## config.mk

```make
export PLATFORM = sky130hd
export DESIGN_NAME = mcb_backup_ctrl
export DESIGN_NICKNAME = d
export VERILOG_FILES = /design/src/design/mcb_pkg.sv /design/src/design/mcb_backup_ctrl.sv
export SDC_FILE = /design/constraint.sdc
export NUM_CORES = 1
export LEC_CHECK = 0
export BUFFER_PORTS_ARGS = -buffer_cell sky130_fd_sc_hd__buf_2
export CAP_MARGIN = 20
export CORE_ASPECT_RATIO = 0.9
export CORE_MARGIN = 2
export CORE_UTILIZATION = 49
export CTS_CLUSTER_DIAMETER = 120
export DETAILED_ROUTE_END_ITERATION = 10
export GPL_TIMING_DRIVEN = 0
export PLACE_DENSITY = 0.76
export SLEW_MARGIN = 0
export SYNTH_ARGS = -nofsm -noshare
export SYNTH_HDL_FRONTEND = slang
export SYNTH_SLANG_ARGS = --single-unit
```

## constraint.sdc

```tcl
create_clock -name clock_i -period 5 [get_ports clock_i]
set_clock_uncertainty 0.2 [all_clocks]
set_input_delay 0.25 -clock clock_i [delete_from_list [all_inputs] [get_ports clock_i]]
set_output_delay 0.25 -clock clock_i [all_outputs]
set_load 0.1 [all_outputs]
```

## src/design/mcb_pkg.sv

```systemverilog
// Package with constants and types for the memory card backup controller.
// Operation
// Switch on plus 3 s hold starts backup.
// Backup writes fixed files, no operator naming.
// Backup accepted in any operating mode.
// Switch on at power-up restores card files.
// Restore loads all areas as one operation.
// Power-on restore overrides start-up auto-transfer.
// Write-protect switch on skips the restore.
// After restore clear I/O and forced states.
// Saved I/O hold bit plus setting keeps I/O.
// Saved forced hold bit plus setting keeps forces.
// After backup stay in program mode.
// Switch off plus 3 s hold starts compare.
// Option adds symbol, comment, index files.
// Banks load ascending, stop at first missing.
// Early release starts nothing, timer restarts.
package mcb_pkg;
  localparam int HOLD_TIME_MS      = 3000;
  localparam int CLK_KHZ           = 250000;
  localparam int HOLD_CYCLES_DFLT  = HOLD_TIME_MS * CLK_KHZ;
  localparam int NUM_BANKS_DFLT    = 13;
  localparam int HOLD_W            = 30;
  localparam logic [7:0] OFS_CTRL  = 8'h00;
  localparam logic [7:0] OFS_STAT  = 8'h04;
  localparam logic [7:0] OFS_IRQ   = 8'h08;
  localparam logic [7:0] OFS_MASK  = 8'h0c;
  localparam int CTRL_EXTRAS       = 0;
  localparam int CTRL_W            = 1;
  localparam logic [CTRL_W-1:0] CTRL_RST = 1'h0;
  localparam int IRQ_DONE          = 0;
  localparam int IRQ_MISMATCH      = 1;
  localparam int IRQ_ERROR         = 2;
  localparam int IRQ_SKIPPED       = 3;
  localparam int IRQ_W             = 4;
  localparam logic [IRQ_W-1:0] IRQ_RST = 4'h0;
  localparam logic [1:0] MODE_PROG = 2'h0;
  localparam logic [2:0] F_PROG    = 3'h0;
  localparam logic [2:0] F_PARAM   = 3'h1;
  localparam logic [2:0] F_IO      = 3'h2;
  localparam logic [2:0] F_BANK    = 3'h3;
  localparam logic [2:0] F_SYM     = 3'h4;
  localparam logic [2:0] F_CMT     = 3'h5;
  localparam logic [2:0] F_INDEX   = 3'h6;
  typedef enum logic [1:0] {OP_NONE, OP_BACKUP, OP_RESTORE, OP_COMPARE} mcb_op_e;
  typedef enum {ST_BOOT, ST_IDLE, ST_WAIT, ST_FINISH} mcb_state_e;
endpackage

```

## src/design/mcb_backup_ctrl.sv

```systemverilog
// Sequencer for card backup, power-on restore and compare, with APB registers.
//
// The placing of the registers and the APB slave port were decided locally.
`timescale 1ns/100ps
module mcb_backup_ctrl
  import mcb_pkg::*;
#(
  parameter int HOLD_CYCLES = HOLD_CYCLES_DFLT,
  parameter int NUM_BANKS   = NUM_BANKS_DFLT,
  parameter int BANK_W      = 4
) (
  input  wire logic              clock_i,
  input  wire logic              rst_i,
  input  wire logic              psel_i,
  input  wire logic              penable_i,
  input  wire logic              pwrite_i,
  input  wire logic [7:0]        paddr_i,
  input  wire logic [31:0]       pwdata_i,
  output logic      [31:0]       prdata_o,
  output logic                   pready_o,
  output logic                   pslverr_o,
  input  wire logic              backup_sel_i,
  input  wire logic              push_sw_i,
  input  wire logic              autoxfer_sel_i,
  input  wire logic              wprot_i,
  input  wire logic [1:0]        mode_req_i,
  output logic      [1:0]        mode_o,
  output logic                   prog_lock_o,
  output logic                   auto_go_o,
  output logic                   file_req_o,
  output logic      [1:0]        file_op_o,
  output logic      [2:0]        file_sel_o,
  output logic      [BANK_W-1:0] file_bank_o,
  input  wire logic              file_done_i,
  input  wire logic              file_ok_i,
  input  wire logic              io_memory_hold_bit_i,
  input  wire logic              io_keep_set_i,
  input  wire logic              forced_state_hold_bit_i,
  input  wire logic              forced_keep_set_i,
  output logic                   clr_io_o,
  output logic                   clr_forced_o,
  output logic                   irq_o
);

  typedef struct packed {
    mcb_state_e       state;
    mcb_op_e          op;
    logic [2:0]       file;
    logic [BANK_W-1:0] bank;
    logic [HOLD_W-1:0] hold_cnt;
    logic             armed;
    logic             lock;
    logic [1:0]       mode;
    logic [CTRL_W-1:0] ctrl;
    logic [IRQ_W-1:0] irq;
    logic [IRQ_W-1:0] mask;
    logic [31:0]      prdata;
    logic             slverr;
    logic             auto_go;
    logic             clr_io;
    logic             clr_forced;
  } mcb_regs_s;

  mcb_regs_s st;
  mcb_regs_s next_st;

  localparam logic [HOLD_W-1:0] HOLD_LAST = HOLD_W'(HOLD_CYCLES - 1);
  localparam logic [BANK_W-1:0] BANK_LAST = BANK_W'(NUM_BANKS - 1);

  // Register index 0..3 for a mapped word, 4 for anything else.
  function automatic logic [2:0] reg_index(input logic [7:0] addr);
    case (addr)
      OFS_CTRL: reg_index = 3'h0;
      OFS_STAT: reg_index = 3'h1;
      OFS_IRQ:  reg_index = 3'h2;
      OFS_MASK: reg_index = 3'h3;
      default:  reg_index = 3'h4;
    endcase
  endfunction

  logic             setup;
  logic             wr_acc;
  logic [IRQ_W-1:0] ev;
  logic             hold_hit;

  assign setup    = psel_i && !penable_i;
  assign wr_acc   = psel_i && penable_i && pwrite_i;
  assign hold_hit = (st.state == ST_IDLE) && st.armed && push_sw_i
                    && (st.hold_cnt == HOLD_LAST);

  always_comb begin
    next_st            = st;
    ev                 = '0;
    next_st.auto_go    = 1'b0;
    next_st.clr_io     = 1'b0;
    next_st.clr_forced = 1'b0;
    next_st.slverr     = 1'b0;
    // No mode gating here: requests are honoured in any mode, while a lock pins program.
    next_st.mode       = st.lock ? MODE_PROG : mode_req_i;

    case (st.state)
      ST_BOOT: begin
        next_st.state = ST_IDLE;
        if (backup_sel_i && !wprot_i) begin
          // Restore wins: the auto-transfer pulse is withheld.
          next_st.state = ST_WAIT;
          next_st.op    = OP_RESTORE;
          next_st.file  = F_PROG;
          next_st.bank  = '0;
        end else begin
          if (backup_sel_i) begin
            ev[IRQ_SKIPPED] = 1'b1;
          end
          next_st.auto_go = autoxfer_sel_i;
        end
      end
      ST_IDLE: begin
        if (!push_sw_i) begin
          next_st.hold_cnt = '0;
          next_st.armed    = 1'b1;
        end else if (hold_hit) begin
          next_st.state    = ST_WAIT;
          next_st.op       = backup_sel_i ? OP_BACKUP : OP_COMPARE;
          next_st.file     = F_PROG;
          next_st.bank     = '0;
          next_st.armed    = 1'b0;
          next_st.hold_cnt = '0;
        end else if (st.armed) begin
          next_st.hold_cnt = st.hold_cnt + 1'b1;
        end
      end
      ST_WAIT: begin
        if (file_done_i) begin
          if (st.file == F_BANK && st.op == OP_RESTORE && !file_ok_i) begin
            // Missing bank file ends the bank walk, later banks stay.
            next_st.file = F_SYM;
          end else begin
            if (!file_ok_i) begin
              if (st.op == OP_COMPARE) begin
                ev[IRQ_MISMATCH] = 1'b1;
              end else begin
                ev[IRQ_ERROR] = 1'b1;
              end
            end
            if (st.file == F_BANK && st.bank != BANK_LAST) begin
              next_st.bank = st.bank + 1'b1;
            end else begin
              next_st.file = st.file + 3'h1;
            end
          end
          if ((st.file == F_BANK && (next_st.file == F_SYM) && !st.ctrl[CTRL_EXTRAS])
              || st.file == F_INDEX) begin
            next_st.state = ST_FINISH;
          end
        end
      end
      ST_FINISH: begin
        next_st.state = ST_IDLE;
        ev[IRQ_DONE]  = 1'b1;
        if (st.op == OP_BACKUP) begin
          next_st.lock = 1'b1;
        end
        if (st.op == OP_RESTORE) begin
          next_st.clr_io     = !(io_memory_hold_bit_i && io_keep_set_i);
          next_st.clr_forced = !(forced_state_hold_bit_i && forced_keep_set_i);
        end
        next_st.op = OP_NONE;
      end
      default: next_st.state = ST_IDLE;
    endcase

    // Register reads are latched in setup so the access phase ends at once.
    if (setup) begin
      next_st.prdata = '0;
      case (reg_index(paddr_i))
        3'h0: next_st.prdata[CTRL_W-1:0] = st.ctrl;
        3'h1: next_st.prdata[8:0] = {st.lock, st.mode, st.op, st.file, st.state == ST_IDLE};
        3'h2: next_st.prdata[IRQ_W-1:0] = st.irq;
        3'h3: next_st.prdata[IRQ_W-1:0] = st.mask;
        default: next_st.prdata = '0;
      endcase
      // The decode error is latched with the read data, so the access phase needs no decode.
      next_st.slverr = (reg_index(paddr_i) == 3'h4);
    end
    next_st.irq = st.irq;
    if (wr_acc) begin
      case (reg_index(paddr_i))
        3'h0: next_st.ctrl = pwdata_i[CTRL_W-1:0];
        3'h2: next_st.irq  = st.irq & ~pwdata_i[IRQ_W-1:0];
        3'h3: next_st.mask = pwdata_i[IRQ_W-1:0];
        default: next_st.ctrl = st.ctrl;
      endcase
    end
    // An event in the clearing cycle survives the write-one-to-clear.
    next_st.irq = next_st.irq | ev;
  end

  always_ff @(posedge clock_i) begin
    if (rst_i) begin
      st          <= '0;
      st.state    <= ST_BOOT;
      st.op       <= OP_NONE;
      st.mode     <= MODE_PROG;
      st.ctrl     <= CTRL_RST;
      st.irq      <= IRQ_RST;
      st.mask     <= IRQ_RST;
    end else begin
      st <= next_st;
    end
  end

  assign prdata_o     = st.prdata;
  assign pready_o     = 1'b1;
  assign pslverr_o    = psel_i && penable_i && st.slverr;
  assign mode_o       = st.mode;
  assign prog_lock_o  = st.lock;
  assign auto_go_o    = st.auto_go;
  assign file_req_o   = (st.state == ST_WAIT);
  assign file_op_o    = st.op;
  assign file_sel_o   = st.file;
  assign file_bank_o  = st.bank;
  assign clr_io_o     = st.clr_io;
  assign clr_forced_o = st.clr_forced;
  assign irq_o        = |(st.irq & st.mask);
endmodule

```

* Word-level counts from Yosys, hierarchy flattened *
Cells that the tools add are included.

storage, ports and cells
  bits in registers = 97
  input port bits = 57
  output and inout bits = 51
  word-level logic and storage cells = 139

cells by class
  add/sub/neg operators = 3
  equality and inequality tests = 31
  muxes and demuxes = 39
  bitwise gates (word level) = 8
  reduce and logical (&&, ||, !) cells = 42

operator list
  cell                     count
  $eq A32 B2 Y1 const B    3
  $pmux W32 S3             1
  $mux W41                 2
  $mux W32                 2
  $mux W30                 2
  $eq A32 B1 Y1 const B    1
  $eq A32 B3 Y1 const B    1
  $logic_not A32 Y1        1
  $mux W31                 1
  $add A30 B1 Y30 const B  1
  $eq A30 B30 Y1 const B   1
  $pmux W7 S3              1
  $mux W3                  6
  $eq A8 B4 Y1 const B     2
  $mux W4                  4
  $eq A3 B2 Y1 const B     5
  $logic_and A1 B1 Y1      15
  $ne A2 B2 Y1 const B     7
  $pmux W3 S4              1
  $mux W11                 1
  $mux W2                  5
  $reduce_and A2 Y1        5
  $eq A3 B3 Y1 const B     3
  $pmux W3 S3              1
  other kinds (30)         51

* Depth between registers and ports, before layout *
Gate-level depths: netlist of the first run.

  word-level depth = 13
  depth in mapped cells = 7
  depth with buffers taken out = 7

* Least setup slack after synthesis of the first run *
Ideal clock, no wire load.

  kind = register to register
  start = register st[88] in the netlist's numbering
  end = register st[89] in the netlist's numbering
  setup time = 0.101 ns
  data arrival time = 2.455 ns
  data required time = 4.699 ns
  setup slack = 2.244 ns
  cell stages (with the launch flop) = 8
  path buffers = 1
  clock period less this slack = 2.756 ns
  cell sequence = dfxtp_1 > inv_1 > ha_1 > clkbuf_1 > nand2_1 > or4_1 > a311o_1 > o41ai_1

on the way
  word-level cells in the longest chain between the ends = 6
  elaborated cells between the ends (all ways) = 13
  classes of those cells = eq/ne (7); mux (1); reduce/logical (5)

RTL lines
  item                              RTL line                RTL
  start, declared                   mcb_backup_ctrl.sv:64   mcb_regs_s st;
  start signal, assigned            mcb_backup_ctrl.sv:208  st <= next_st;
  $eq A32 B2 Y1                     mcb_backup_ctrl.sv:88   assign hold_hit = (st.state == ST_IDLE) && st.armed && push_sw_i
  $logic_and A1 B1 Y1 (2 in a row)  mcb_backup_ctrl.sv:88
  $logic_and A1 B1 Y1               mcb_backup_ctrl.sv:89   && (st.hold_cnt == HOLD_LAST);
  $ne A2 B2 Y1 (no line)            --
  $reduce_and A4 Y1 (no line)       --

Parallel ways exist; a longest one is shown, timed or not.
A chain may end at the register's enable or synchronous reset.

* Final worst setup path of the first run *
  start = register st[88] in the netlist's numbering
  end = register st (netlist bit file_sel_o[2])

on the way
  word-level cells in the longest chain between the ends = 6
  elaborated cells between the ends (all ways) = 14
  classes of those cells = eq/ne (7); mux (1); reduce/logical (6)

RTL lines
  item                              RTL line
  $eq A32 B2 Y1                     mcb_backup_ctrl.sv:88
  $logic_and A1 B1 Y1 (2 in a row)  mcb_backup_ctrl.sv:88
  $logic_and A1 B1 Y1               mcb_backup_ctrl.sv:89
  $ne A2 B2 Y1 (no line)            --
  $reduce_and A5 Y1 (no line)       --

Parallel ways exist; a longest one is shown, timed or not.

==> impl_metrics.py, run 1 <==
metrics = {
    "outcome": {
        "outcome": "completed",
    },
    "floorplanning": {
        "design.die.area_sq_um": 8687,
        "io_pins": 108,
        "floorplan.die.height_microns": 88.62,
        "dieWidth_microns": 98.03,
        "placementRows": 30,
        "starting_density_of_the_core_pct": 51.17,
        "core_sq_um": 7620,
    },
    "synthesis": {
        "synth_top_cell_by_area": "sky130_fd_sc_hd__dfxtp_1",
        "ys_seq_elements": 67,
        "synth_simple_gate_area_share_pct": 26.44,
        "post_synthesis_cell_type_count": 66,
        "synth_sequential_area_ratio_pct": 34.40,
        "syn_inst": 442,
        "syn-cell-area_sq_um": 3899,
        "synth-compound-area-share_pct": 13.83,
        "synth_area_leaders": "sky130_fd_sc_hd__dfxtp_1 (34%), sky130_fd_sc_hd__buf_4 (8.5%), sky130_fd_sc_hd__xnor2_1 (5.6%), sky130_fd_sc_hd__nor2_1 (5.1%), sky130_fd_sc_hd__ha_1 (3.5%)",
        "yosysWarningCount": 0,
        "largest_family_of_logic_cells_by_synthesized_area": "simple AND/OR/NAND/NOR gates",
        "synth_async_sr_flop_share_pct": 0,
        "top_count_cell_post_synth": "sky130_fd_sc_hd__dfxtp_1",
        "post_synth.cell_area_avg_sq_um": 8.821,
        "synth_top_cell_area_share_pct": 34.40,
        "post_synth_most_frequent_cells": "sky130_fd_sc_hd__dfxtp_1 (67), sky130_fd_sc_hd__nor2_1 (53), sky130_fd_sc_hd__buf_4 (44)",
        "synth_edf_count": 0,
        "multiplexer_share_of_the_synthesized_area_pct": 2.728,
        "synthAdderAreaFrac_pct": 3.530,
        "xor_xnor_share_of_the_synthesized_area_pct": 6.290,
        "yosys_most_used_dff": "sky130_fd_sc_hd__dfxtp_1",
    },
    "worst_setup_path": {
        "flop_to_flop_setup_slack_ns": 2.40,
        "worstPathArrival_ns": 2.68,
        "timing.critical_path.from_type": "register",
        "worstReg2RegStart": "st[88]",
        "timing.reg2reg.worst_path_depth": 7,
        "critical_path.endpoint_type": "register",
        "timing_worst_setup_path_type": "reg -> reg",
        "required_time_of_the_critical_path_ns": 5.08,
        "rr_endpoint": "file_sel_o[2]",
        "critical_path.startpoint": "st[88]",
        "timing.critical_path.fanout_max": 10,
    },
    "power": {
        "sequentialPowerShare_pct": 35.7,
        "cellInternalPower_mw": 1.008,
        "peakVddDrop_mv": 0.1712,
        "combinational_share_of_power_pct": 32.8,
        "switchingPower_mw": 0.6314,
        "power_density_nw_per_um2": 346.4,
        "power.share.switching_pct": 38.51,
        "power_mw": 1.639,
        "p_leak_nw": 1.974,
        "share_clk_of_total_power_pct": 31.5,
    },
    "clock_network": {
        "clock_sink_count": 67,
        "clock_latency_reported_for_the_late_side_of_the_worst_skew_pair_ns": 0.36,
        "htree_levels": 3,
        "post-cts-setup-buffer-count": 0,
        "tritoncts": "yes",
        "ctsLongestPathBuffers": 2,
        "cts_root_buffer": "sky130_fd_sc_hd__clkbuf_8",
        "clk_transition_reported_paths_ns": 0.08,
        "numCtsBuffers": 9,
    },
    "global_route": {
        "grt_pass1_vias": 3074,
        "maximum_number_of_pins_on_one_net_before_global_route_repair": 13,
        "antenna_violations_before_repair": 0,
        "grt.total_usage_pct": 20.82,
        "overflow": 0,
        "grt_first_pass_wirelength_mm": 14.44,
    },
    "min_path": {
        "min_path_cells": 3,
        "min-delay-path-class": "in -> reg",
        "launch_point_of_the_worst_hold_path": "push_sw_i",
        "worst_hold_path.endpoint": "st[48]",
    },
    "timing": {
        "setup_violations": 0,
        "setup_tns_ns": 0,
        "worst_slew_pin_slew_ns": 0.7548,
        "max_freq_mhz": 384.4,
        "period_minus_slack_ns": 2.601,
        "finalHoldViolations": 0,
        "slew-limit-headroom_pct": 49.68,
        "final_max_slew_viol_count": 0,
        "finalHoldWorstSlack_ns": 0.06905,
        "rsz0062_at_grt": "false",
        "timing.final.crit_share_pct": 52.02,
    },
    "detailed_routing": {
        "via_density_per_instance": 5.378,
        "drtPass1Iterations": 5,
        "routed_wl_mm": 8.947,
        "route.detailed.drc": 0,
        "postRouteAntennaNets": 0,
        "route.vias.total": 3458,
        "initialDrtViolationCount": 202,
        "routed_wire_length_per_instance_microns": 13.91,
    },
    "cells_and_area": {
        "final_net_count": 610,
        "insertedDiodeCount": 0,
        "layout.cell_area.non_filler_sq_um": 4733,
        "flow.area_growth_from_synthesis_pct": 21.41,
        "layout-drive-gt1-share_pct": 27.61,
    },
    "placed_design": {
        "place.detailed.hpwl_mm": 6.349,
        "postPlaceCellArea_sq_um": 4367,
        "buffer_ports.inserted": 53,
        "gpl.final_weighted_congestion": 0.8764,
    },
    "run": {
        "cap_violations": 0,
    },
}
-- power by group through the flow --
stage          logic (mW)  registers (mW)  clock network (mW)
2_1_floorplan       0.428           0.596                   0
3_3_place_gp        0.517           0.594                   0
3_5_place_dp        0.523           0.596                   0
4_1_cts             0.534           0.583               0.523
5_1_grt             0.579           0.588               0.545
6_report            0.538           0.585               0.516
-- worst max-delay path: stages, from the launching register on --
cell and delay (ns):
sky130_fd_sc_hd__dfxtp_1 0.36, sky130_fd_sc_hd__inv_1 0.09, sky130_fd_sc_hd__ha_1 0.23, sky130_fd_sc_hd__clkbuf_1 0.22, sky130_fd_sc_hd__a221oi_1 0.72, sky130_fd_sc_hd__buf_2 0.35, sky130_fd_sc_hd__a31oi_1 0.13, sky130_fd_sc_hd__a311oi_2 0.23
-- sequential cells by signal, indices dropped and copies added, names as in the netlist --
signal	count
file_sel_o	3
clr_forced_o	1
st	43
prog_lock_o	1
clr_io_o	1
mode_o	2
file_op_o	2
prdata_o	9
file_bank_o	4
auto_go_o	1
-- worst max path at each step --
stage | to | slack (ns) | cells past startpoint
global placement | file_sel_o[2] | 2.49 | 7
detailed placement | file_sel_o[2] | 2.43 | 7
global route | file_sel_o[2] | 2.25 | 7
floorplan | st[89] | 2.24 | 7
finish | file_sel_o[2] | 2.40 | 7
CTS | file_sel_o[2] | 2.41 | 7
-- per-layer routing --
layer | GRT usage, % | wire length (microns) | vias to the layer above
li1 | - | - | 1708
met1 | 26.81 | 3945 | 1590
met2 | 34.43 | 4169 | 146
met3 | 4.739 | 696 | 14
met4 | 8.207 | 135 | 0
met5 | 0 | 0 | -
-- cells by family after synthesis --
family | Yosys count
compound gates | 72
xor+xnor | 28
fa+ha+maj | 11
buf+inv | 81
flops | 67
mux | 9
other cells | 2
simple gates | 172
-- repair_timing --
action / 4_1_cts / 5_1_grt
endpoints found under the hold margin: 13 / 0
gates resized for setup: 0 / 0
hold buffers: 14 / 0
-- placed cells by master, fill, tap and decap left out, drive strengths merged, types with 6 or more instances in the layout --
master	instances
a21oi	16
a22oi	11
a31oi	6
and3	7
and4	6
buf	108
clkbuf	16
conb	24
dfxtp	67
dlygate4sd3	14
ha	11
inv	20
nand2	18
nand3	20
nand4	12
nor2	53
nor3	15
nor4	11
o21ai	7
xnor2	25
-- cell type report --
cell class | count | area, sq um
fill | 653 | 2887
multi-input combinational | 316 | 2150
sequential | 67 | 1341
buffer | 61 | 415.4
timing repair buffer | 67 | 405.4
clock buffer | 10 | 137.6
tap | 96 | 120.1
clock inverter | 6 | 88.84
inverter | 20 | 75.07
-- per-stage QoR --
step           utilization (%)  setup slack [ns]  std cells
2_1_floorplan                -             2.244        464
3_3_place_gp             57.31             2.488        613
3_5_place_dp             57.31             2.426        613
4_1_cts                  62.12             2.412        643
5_1_grt                  62.12             2.249        643
6_report                 62.12             2.399        643
(Power assumes the default switching activity.)
==> run 2: changes to the inputs <==
CORE_UTILIZATION = 48   (was 49)
PLACE_DENSITY = 0.77   (was 0.76)
clock period = 2.25 ns   (was 5 ns; I/O delays follow)
==> run 2 against run 1 <==
Against the previous run: final area grew 1.4%; clock power grew 110%; utilization shrank 1.8 points; combinational power grew 140%; maximum frequency grew 17%; setup slack lost 2.4 ns; critical path depth is the same; sequential share of layout area shrank 0.31 points; largest power group unchanged; sequential cell count is the same; register-to-register slack lost 2.4 ns.
==> impl_metrics.py, run 2 (synthesis results as in run 1) <==
metrics = {
    "floorplanning": {
        "floorplan.die.height_microns": 89.50,
        "placementRows": 31,
        "io_pins": 108,
        "core_sq_um": 7951,
        "dieWidth_microns": 99,
        "design.die.area_sq_um": 8861,
        "starting_density_of_the_core_pct": 49.03,
    },
    "placed_design": {
        "gpl.final_weighted_congestion": 0.8564,
        "place.detailed.hpwl_mm": 6.280,
        "post-place-cells": 616,
        "buffer_ports.inserted": 53,
    },
    "cells_and_area": {
        "flow.area_growth_from_synthesis_pct": 23.11,
        "largest_register_ffs": 43,
        "layout_commonest_cell": "sky130_fd_sc_hd__dfxtp_1",
        "layout-drive-gt1-share_pct": 28.96,
        "registers.top_by_ff_count": "st",
        "final_core_utilization_pct": 60.36,
        "final_cell_mix": "sky130_fd_sc_hd__dfxtp_1 (64), sky130_fd_sc_hd__buf_2 (58), sky130_fd_sc_hd__nor2_1 (53)",
        "insertedDiodeCount": 0,
        "final_net_count": 613,
        "stdcell_count": 648,
    },
    "clock_network": {
        "clock_sink_count": 67,
        "htree_levels": 3,
        "tritoncts": "yes",
        "ctsLongestPathBuffers": 2,
        "clock_latency_reported_for_the_late_side_of_the_worst_skew_pair_ns": 0.34,
        "numCtsBuffers": 9,
        "cts_root_buffer": "sky130_fd_sc_hd__clkbuf_8",
        "clk_transition_reported_paths_ns": 0.07,
    },
    "detailed_routing": {
        "via_density_per_instance": 5.338,
        "route.detailed.drc": 0,
        "routed_wire_length_per_instance_microns": 13.67,
        "postRouteAntennaNets": 0,
        "drtPass1Iterations": 5,
        "routed_wl_mm": 8.855,
        "initialDrtViolationCount": 172,
        "route.vias.total": 3459,
    },
    "min_path": {
        "worst_hold_path.endpoint": "st[89]",
        "min-delay-path-class": "in -> reg",
        "min_path_cells": 4,
        "launch_point_of_the_worst_hold_path": "wprot_i",
    },
    "global_route": {
        "antenna_violations_before_repair": 0,
        "grt.total_usage_pct": 19.40,
        "grt.busiest_layer": "met2",
        "grt_pass1_vias": 3012,
        "met2_track_demand_over_resource_pct": 32.25,
        "maximum_number_of_pins_on_one_net_before_global_route_repair": 11,
        "global_route.usage.met3_pct": 4.066,
        "grt_first_pass_wirelength_mm": 13.82,
        "overflow": 0,
        "global_route.usage.met1_pct": 25.30,
    },
    "worst_setup_path": {
        "timing.critical_path.fanout_max": 6,
        "required_time_of_the_critical_path_ns": 2.28,
        "critical_path.startpoint": "file_sel_o[1]",
        "flop_to_flop_setup_slack_ns": 0.03,
        "timing.reg2reg.worst_path_depth": 7,
        "timing_worst_setup_path_type": "reg -> reg",
        "worstPathArrival_ns": 2.25,
        "timing.critical_path.from_type": "register",
        "worstReg2RegStart": "file_sel_o[1]",
        "critical_path.endpoint_type": "register",
        "rr_endpoint": "st[89]",
    },
    "timing": {
        "final_max_slew_viol_count": 0,
        "period_minus_slack_ns": 2.222,
        "finalHoldViolations": 0,
        "setup_tns_ns": 0,
        "rsz0062_at_grt": "true",
        "setup_violations": 0,
        "timing.final.crit_share_pct": 98.76,
        "max_freq_mhz": 450.0,
        "slew-limit-headroom_pct": 59.63,
        "worst_slew_pin_slew_ns": 0.6056,
    },
    "power": {
        "cellInternalPower_mw": 2.302,
        "switchingPower_mw": 1.381,
        "p_leak_nw": 1.998,
        "power_density_nw_per_um2": 767.4,
        "share_clk_of_total_power_pct": 29.1,
        "power_mw": 3.683,
        "peakVddDrop_mv": 0.4010,
        "combinational_share_of_power_pct": 35.4,
        "power.share.switching_pct": 37.51,
        "sequentialPowerShare_pct": 35.5,
    },
    "run": {
        "cap_violations": 0,
    },
    "outcome": {
        "outcome": "completed",
    },
}
## run 2: cell types whose count changed in the layout (fill, tap and decap cells not counted), sizes merged
cell         previous run  this run
buf                   108       110
dlygate4sd3            14        15
clkinv                  2         0
clkinvlp                2         0
clkbuf                 16        19
## run 2: worst max-delay path by stage
stage	depth (start not counted)	to	slack, ns
final	7	st[89]	0.03
after global routing	7	st[89]	-0.15
after CTS	7	st[89]	0.02
after detailed placement	7	file_sel_o[2]	-0.23
after global placement	7	file_sel_o[2]	-0.18
after floorplan	7	file_sel_o[2]	0.01
## run 2: final cells by class
class / count / area (sq um)
buffer: 61 / 421.7
clock buffer: 13 / 148.9
clock inverter: 2 / 60.06
fill: 685 / 3152
inverter: 20 / 75.07
multi-input combinational: 316 / 2195
sequential: 67 / 1345
tap: 99 / 123.9
timing repair buffer: 70 / 430.4
## run 2: worst max-delay path: stages, from the launching register on
cell,delay [ns]
sky130_fd_sc_hd__dfxtp_2,0.37
sky130_fd_sc_hd__ha_1,0.19
sky130_fd_sc_hd__ha_2,0.33
sky130_fd_sc_hd__nand2b_1,0.11
sky130_fd_sc_hd__a21oi_1,0.04
sky130_fd_sc_hd__or4_4,0.49
sky130_fd_sc_hd__a311o_1,0.32
sky130_fd_sc_hd__o41ai_1,0.06
## run 2: through the flow
step / setup slack, ns / hold WS (ns) / area, sq um
floorplan: 0.01090 / 0.002996 / 3995
global placement: -0.1751 / 0.09288 / 4384
detailed placement: -0.2334 / 0.09784 / 4384
CTS: 0.01689 / 0.001180 / 4776
global route: -0.1532 / 0.02404 / 4800
finish: 0.02779 / 0.01147 / 4800
## run 2: per-layer routing
layer / vias up / routed length [microns]
met5: - / 0
met4: 0 / 138
met3: 15 / 493
met2: 112 / 4190
met1: 1617 / 4033
li1: 1715 / -
## run 2: what timing repair did
| action | 4_1_cts | 5_1_grt |
|---|---|---|
| hold endpoints to repair | 16 | 0 |
| endpoints found under the setup margin | 9 | 14 |
| resized for setup | 7 | 8 |
| setup buffers | 0 | 2 |
| hold buffers | 15 | 0 |
| pin swaps | 1 | 1 |
## run 2: power by group through the flow
| stage | Combinational [mW] | Sequential, mW | Clock (mW) |
|---|---|---|---|
| 3_3_place_gp | 1.16 | 1.32 | 0 |
| 2_1_floorplan | 0.970 | 1.33 | 0 |
| 4_1_cts | 1.24 | 1.30 | 1.10 |
| 5_1_grt | 1.40 | 1.31 | 1.15 |
| 6_report | 1.30 | 1.31 | 1.07 |
| 3_5_place_dp | 1.18 | 1.33 | 0 |
